==> src/rtl/adfr_pkg.sv <==
/*
 * Constants for the analog fault flag bank: register addresses, field positions, reset words.
 * Assumes a 22-bit read word with the register address in bits 20:16.
 */
package adfr_pkg;
    localparam int ADDR_W = 5;
    localparam int WORD_W = 22;
    localparam logic [4:0] ANALOG_FLAGS_ADDR = 5'h15;
    localparam logic [4:0] SUMMARY_ADDR = 5'h16;
    localparam logic [21:0] ANALOG_FLAGS_RESET = 22'h150000;
    localparam logic [21:0] SUMMARY_RESET = 22'h160000;
    localparam int FAULT_PIN_BIT = 21;
    localparam int ADDR_LSB = 16;
    localparam int ANALOG_SUM_BIT = 19;
    localparam int LOGIC_SUM_BIT = 20;
    localparam int REGULATOR_BIT = 0;
    localparam int SUPPLY_BIT = 1;
    localparam int REF_IN_BIT = 2;
    localparam int REF_OUT_BIT = 3;
    localparam int DIE_TEMP_BIT = 4;
    localparam int VOUT_SHORT_BIT = 6;
    localparam int IOUT_OPEN_BIT = 7;
    localparam int RAMP_BUSY_BIT = 7;
    localparam logic [7:0] FLAG_MASK = 8'hdf;
endpackage

==> src/rtl/adfr_flag_bank.sv <==
/*
 * Sticky analog fault flag register and summary status register.
 * Assumes a serial port front end that presents decoded single-cycle read and write
 * strobes with a 5-bit address and 16-bit write data, all synchronous to clk.
 * Comparator inputs are levels already synchronous to clk.
 * Reads answer one cycle after the strobe with a registered word held until the next read.
 * Only writes to 0x15 and low diag_enable bits clear flags; writes elsewhere and reads have no side effect.
 * The digital diagnostic flags arrive as levels from the logic that owns them.
 */
module adfr_flag_bank (
    input wire logic clk,                 // 125 MHz clock
    input wire logic reset_n,             // async reset, active low
    input wire logic rd_stb,              // read strobe
    input wire logic wr_stb,              // write strobe
    input wire logic [4:0] addr,          // register address
    input wire logic [15:0] wr_data,      // write data bits 15:0
    output logic [21:0] rd_data,          // read word, registered
    output logic rd_valid,                // read word valid, one-cycle pulse
    input wire logic regulator_fault,     // regulator node out of window or limiting
    input wire logic supply_fault,        // internal supply node out of window
    input wire logic ref_in_fault,        // reference input out of window
    input wire logic ref_out_fault,       // reference output out of window or limiting
    input wire logic die_overtemp,        // die temperature comparator
    input wire logic vout_short,          // voltage output short detect
    input wire logic iout_open,           // current output open detect
    input wire logic iout_headroom_low,   // current driver lacks headroom
    input wire logic [7:0] diag_enable,   // per flag diagnostic enables
    input wire logic [15:0] logic_fault_flags, // digital diagnostic flags
    input wire logic fault_pin            // present fault pin level
);
    // sticky flag register and its next value
    logic [7:0] analog_fault_flags;
    wire logic [7:0] next_flags;

    // read path: next read word and its valid pulse
    wire logic [21:0] next_rd_data;
    wire logic next_rd_valid;

    // address decode
    wire logic flags_hit;
    wire logic summary_hit;
    wire logic flags_write;
    wire logic flags_read;
    wire logic summary_read;

    // comparator events, enables and clears, one bit per flag position
    wire logic [7:0] events;
    wire logic [7:0] flag_enable;
    wire logic [7:0] clear_mask;
    wire logic [7:0] visible_flags;

    // one named flag per flag position except reserved bit 5, as seen by a read
    wire logic regulator_node_flag;
    wire logic internal_supply_node_flag;
    wire logic ref_input_node_flag;
    wire logic ref_output_node_flag;
    wire logic die_temp_flag;
    wire logic voltage_out_short_flag;
    wire logic current_out_open_flag;

    // summary bits
    wire logic [15:0] summed_logic_flags;
    wire logic analog_summary_flag;
    wire logic logic_summary_flag;

    // read words
    wire logic [21:0] flags_fields;
    wire logic [21:0] summary_fields;
    wire logic [21:0] flags_word;
    wire logic [21:0] summary_word;

    // true when the request address selects the given register
    function automatic logic adfr_addr_hit(
        input logic [4:0] req_addr,
        input logic [4:0] reg_addr
    );
        return req_addr == reg_addr;
    endfunction

    // a one-bit value placed at a field position of the read word
    function automatic logic [21:0] adfr_bit_at(
        input logic value,
        input int pos
    );
        return 22'(value) << pos;
    endfunction

    // read word: reset word with its address field, plus pin level and live fields
    function automatic logic [21:0] adfr_read_word(
        input logic [21:0] base,
        input logic pin,
        input logic [21:0] fields
    );
        logic [21:0] pin_field;
        pin_field = adfr_bit_at(pin, adfr_pkg::FAULT_PIN_BIT);
        return base | pin_field | fields;
    endfunction

    // next state of one sticky flag; a live event beats a clear in the same cycle
    function automatic logic adfr_next_flag(
        input logic flag,
        input logic event_now,
        input logic clear,
        input logic enable
    );
        logic kept;
        kept = flag & ~clear;
        return (kept | event_now) & enable;
    endfunction

    // requests that select one of the two registers
    assign flags_hit = adfr_addr_hit(addr, adfr_pkg::ANALOG_FLAGS_ADDR);
    assign summary_hit = adfr_addr_hit(addr, adfr_pkg::SUMMARY_ADDR);
    assign flags_write = wr_stb & flags_hit;
    assign flags_read = rd_stb & flags_hit;
    assign summary_read = rd_stb & summary_hit;

    // comparator levels map onto flag positions; iout_open and iout_headroom_low share bit 7, bit 5 has none
    assign events[adfr_pkg::REGULATOR_BIT] = regulator_fault;
    assign events[adfr_pkg::SUPPLY_BIT] = supply_fault;
    assign events[adfr_pkg::REF_IN_BIT] = ref_in_fault;
    assign events[adfr_pkg::REF_OUT_BIT] = ref_out_fault;
    assign events[adfr_pkg::DIE_TEMP_BIT] = die_overtemp;
    assign events[5] = 1'b0;
    assign events[adfr_pkg::VOUT_SHORT_BIT] = vout_short;
    assign events[adfr_pkg::IOUT_OPEN_BIT] = iout_open | iout_headroom_low;

    // reserved bit 5 never enables, so it never sets and always reads zero
    assign flag_enable = diag_enable & adfr_pkg::FLAG_MASK;

    // write-one-to-clear; zero bits and writes to other addresses leave flags alone
    assign clear_mask = flags_write
        ? (wr_data[7:0] & adfr_pkg::FLAG_MASK) : 8'h00;

    // next value of every flag, bit by bit; a disabled flag is dropped
    for (genvar i = 0; i < 8; i++) begin : g_flag
        assign next_flags[i] = adfr_next_flag(analog_fault_flags[i], events[i],
            clear_mask[i], flag_enable[i]);
    end

    // flag register
    always_ff @(posedge clk or negedge reset_n) begin
        if (!reset_n) begin
            analog_fault_flags <= 8'h00;
        end else begin
            analog_fault_flags <= next_flags;
        end
    end

    // a read shows only enabled flags
    assign visible_flags = analog_fault_flags & flag_enable;
    assign regulator_node_flag = visible_flags[adfr_pkg::REGULATOR_BIT];
    assign internal_supply_node_flag = visible_flags[adfr_pkg::SUPPLY_BIT];
    assign ref_input_node_flag = visible_flags[adfr_pkg::REF_IN_BIT];
    assign ref_output_node_flag = visible_flags[adfr_pkg::REF_OUT_BIT];
    assign die_temp_flag = visible_flags[adfr_pkg::DIE_TEMP_BIT];
    assign voltage_out_short_flag = visible_flags[adfr_pkg::VOUT_SHORT_BIT];
    assign current_out_open_flag = visible_flags[adfr_pkg::IOUT_OPEN_BIT];

    // bit 19: any visible analog flag; only bits 7:0 exist of the ored span 13:0
    assign analog_summary_flag = |visible_flags;

    // bit 20: any logic flag except the ramp busy indication
    assign summed_logic_flags = logic_fault_flags
        & ~(16'h0001 << adfr_pkg::RAMP_BUSY_BIT);
    assign logic_summary_flag = |summed_logic_flags;

    // bit 21 of both words is the pin level at the read edge, not a stored copy
    assign flags_fields = {14'h0000, current_out_open_flag, voltage_out_short_flag, 1'b0,
        die_temp_flag, ref_output_node_flag, ref_input_node_flag, internal_supply_node_flag,
        regulator_node_flag};
    assign flags_word = adfr_read_word(adfr_pkg::ANALOG_FLAGS_RESET, fault_pin,
        flags_fields);

    // the address echo sets bit 20 too, so bit 20 reads high whatever the logic flags
    assign summary_fields = adfr_bit_at(logic_summary_flag, adfr_pkg::LOGIC_SUM_BIT)
        | adfr_bit_at(analog_summary_flag, adfr_pkg::ANALOG_SUM_BIT);
    assign summary_word = adfr_read_word(adfr_pkg::SUMMARY_RESET, fault_pin,
        summary_fields);

    // other addresses read as zero
    assign next_rd_data = flags_read ? flags_word
        : summary_read ? summary_word
        : 22'h000000;
    assign next_rd_valid = rd_stb;

    // valid pulse follows every read request by one cycle
    always_ff @(posedge clk or negedge reset_n) begin
        if (!reset_n) begin
            rd_valid <= 1'b0;
        end else begin
            rd_valid <= next_rd_valid;
        end
    end

    // read word is held until the next read request
    always_ff @(posedge clk or negedge reset_n) begin
        if (!reset_n) begin
            rd_data <= 22'h000000;
        end else if (rd_stb) begin
            rd_data <= next_rd_data;
        end
    end

endmodule

==> config.mk <==
export PLATFORM = sky130hd
export DESIGN_NAME = adfr_flag_bank
export DESIGN_NICKNAME = d
export VERILOG_FILES = /design/src/rtl/adfr_pkg.sv /design/src/rtl/adfr_flag_bank.sv
export SDC_FILE = /design/constraint.sdc
export NUM_CORES = 1
export LEC_CHECK = 0
export ABC_AREA = 1
export BUFFER_PORTS_ARGS = -buffer_cell sky130_fd_sc_hd__buf_2
export CORE_MARGIN = 1
export CORE_UTILIZATION = 30
export CTS_CLUSTER_SIZE = 14
export DETAILED_ROUTE_END_ITERATION = 12
export PLACE_DENSITY = 0.73
export SLEW_MARGIN = 20
export SYNTH_ARGS = -nofsm -noshare
export SYNTH_HDL_FRONTEND = slang
export SYNTH_SLANG_ARGS = --single-unit
export TNS_END_PERCENT = 5
==> constraint.sdc <==
create_clock -name clk -period 1.25 [get_ports clk]
set_input_delay 0.25 -clock clk [delete_from_list [all_inputs] [get_ports clk]]
set_output_delay 0.25 -clock clk [all_outputs]
set_load 0.05 [all_outputs]
==> impl_metrics.csv <==
group,metric,value,unit
worst_setup_path,crit_family,"flip-flops",
finish,antennaDiodeCount,0,
route,via_per_inst,4.03,
hold_path,hold_depth,1,
worst_setup_path,r2r-end,"rd_data[19]$_DFFE_PN0P_",
route,drt-initial-drc-count,37,
synthesis,ys_ff_latch,20,
floorplan,num_rows,20,
synthesis,yosys.area.top_type,"dfrtp_1",
synthesis,seq_area_frac_synth,49.6,%
global_routing,grt_pass1_wl,3260,µm
synthesis,avgSynthCellArea,8.55,µm²
hold_path,worstHoldStart,"rd_stb",
synthesis,synth.distinct_cells,17,
cts,clkSlewWorstSetupHoldPaths,120,ps
sta,finalHoldViolations,0,
cts,root_buffer,"clkbuf_4",
worst_setup_path,cpPeakStageDelay,380,ps
synthesis,netlist_area,1010,µm²
synthesis,yosys_warnings,0,
global_routing,first_global_vias,775,
placement,place_congestion,0.734,
power,power,1480,µW
floorplan,die_w,60.0,µm
cts,clock-sinks,20,
placement,io_buffers,45,
hold_path,worstHoldEndpoint,"rd_valid$_DFF_PN0_",
worst_setup_path,required,1000,ps
finish,area_delta_synth_final,29.3,%
worst_setup_path,startpoint_type,"register",
worst_setup_path,path_max_fanout,3,
worst_setup_path,worstSetupEndpointType,"primary output",
worst_setup_path,r2r_start,"analog_fault_flags[6]$_DFF_PN0_",
sta,rsz0062_at_grt,"yes",
global_routing,grt_antenna_before_repair,0,
route,num_vias,843,
power,vdd_drop_max,0.746,mV
cts,cts_made_buffers,3,
global_routing,grt_max_degree,21,
floorplan,io_pins,81,
synthesis,synth_area_leaders,"dfrtp_1, nand2_1, buf_4",
placement,dpl.cell_count,204,
power,power_density,1140,nW/µm²
cts,htree_levels,1,
status,status,"completed",
global_routing,track_usage,12.4,%
flow_run,max_cap_viol_count,0,
route,wl,2010,µm
global_routing,grt-ovfl-total,0,
worst_setup_path,path_buf_inv,1,
floorplan,dieArea,3600,µm²
floorplan,core_area,3130,µm²
sta,min_period_over_period,96.0,%
sta,fmax,833,MHz
route,final_antenna_net_count,0,
route,wl_per_cell,9.62,µm
synthesis,synth_commonest_cells,"nand2_1, dfrtp_1, buf_4, nand3_1, inv_1",
worst_setup_path,worst-setup-path-type,"register to primary output",
route,drt_pass1_iterations,4,
sta,drv_slew,0,
cts,cts_tree,"yes",
placement,dp_hpwl,1580,µm
cts,post_cts_buffers,0,
floorplan,die_h,60.0,µm
finish,instances_no_fill,209,
finish,drive_gt1_share,39.4,%
sta,setup-violations-final,0,
cts,cts_buffer_depth,2,
power,leakage,0.000793,µW
worst_setup_path,cp_cell_sequence,"buf_2",
synthesis,synth_edf_count,0,
synthesis,synthArstFlopShare,100,%
floorplan,start_util,32.2,%
route,post-route-drc-count,0,
cts,worstSkewPairLatency,310,ps
synthesis,synth-main-ff-cell,"dfrtp_1",
sta,period_minus_slack,1200,ps
worst_setup_path,cpMaxStageDelayCell,"dfrtp_1",
finish,layout.nets,224,
synthesis,syn_inst,118,
synthesis,yosysMostFrequentCell,"nand2_1",
worst_setup_path,rr_worst_depth,6,
hold_path,holdCritPathClass,"primary input to register",
synthesis,synth_top_area_share,49.6,%
worst_setup_path,ff2ff_setup_slack,310,ps
worst_setup_path,critPathArrivalTime,950,ps
sta,finClkSkew,1.73,ps
## worst max-delay path by stage
stage	from	to	slack (ps)	cells after the start
after floorplan	rd_data[20]$_DFFE_PN0P_	rd_data[20]	100	1
after global placement	addr[1]	rd_data[4]$_DFFE_PN0P_	210	6
after detailed placement	addr[1]	rd_data[4]$_DFFE_PN0P_	180	6
after CTS	rd_data[20]$_DFFE_PN0P_	rd_data[20]	30	1
after global routing	rd_data[20]$_DFFE_PN0P_	rd_data[18]	-10	1
final	rd_data[20]$_DFFE_PN0P_	rd_data[20]	50	1
## layout make-up
cell class	count	area, µm²
fillers	330	1820
clock buffers	3	22.5
well taps	44	55.1
multi-input cells	84	417
repair buffers	46	238
flip-flops and latches	20	500
clock inverters	1	30.0
inverters	11	41.3
## sequential cells by signal, indices dropped and copies added (netlist names)
| register | flops |
|---|---|
| analog_fault_flags | 7 |
| rd_data | 12 |
| rd_valid | 1 |
## placed cells by master, fill, tap and decap left out
cell type and instances:
nand3_4 1, nand2_2 2, nor2_2 1, dfrtp_1 20, nor2_8 1, conb_1 9, o21ai_0 1, buf_2 44
dlygate4sd3_1 1, nand3_1 10, nor2_4 1, o21ai_2 7, clkbuf_4 4, nor2_1 2, inv_1 9, nand2_4 1
inv_2 2, nand2_1 48, bufinv_16 1
## layer usage
metal	global-route usage, %	vias up	wire [µm]
met2	19.5	34	918
met4	1.99	0	13
met1	16.8	370	973
met3	4.11	2	104
li1	-	437	-
met5	0	-	0
## report_power, final
group          switching [µW]  internal [µW]
clock                     220            324
combinational             187           70.7
sequential               7.95            674
total                     415           1070
## cells by family after synthesis
logic type      synth area share [%]
buf+inv                         12.0
compound gates                  6.58
flops                           49.6
other cells                    0.372
simple gates                    31.4
## through the flow
step	hold slack (ps)	setup slack, ps	TNS, ps	instance area (µm²)	util [%]
global route	94.6	-14.9	-29.2	1300	41.7
finish	115	49.6	0	1300	41.7
global placement	219	213	0	1240	39.6
floorplan	-45.6	96.2	0	1040	-
detailed placement	230	177	0	1240	39.6
CTS	102	28.9	0	1300	41.6
## what timing repair did
item                                    4_1_cts  5_1_grt
hold buffers                                  1        0
resized for setup                             0        1
endpoints found under the setup margin        0        3
hold endpoints to repair                     20        0
No activity file was read; power rests on OpenSTA's default activity.
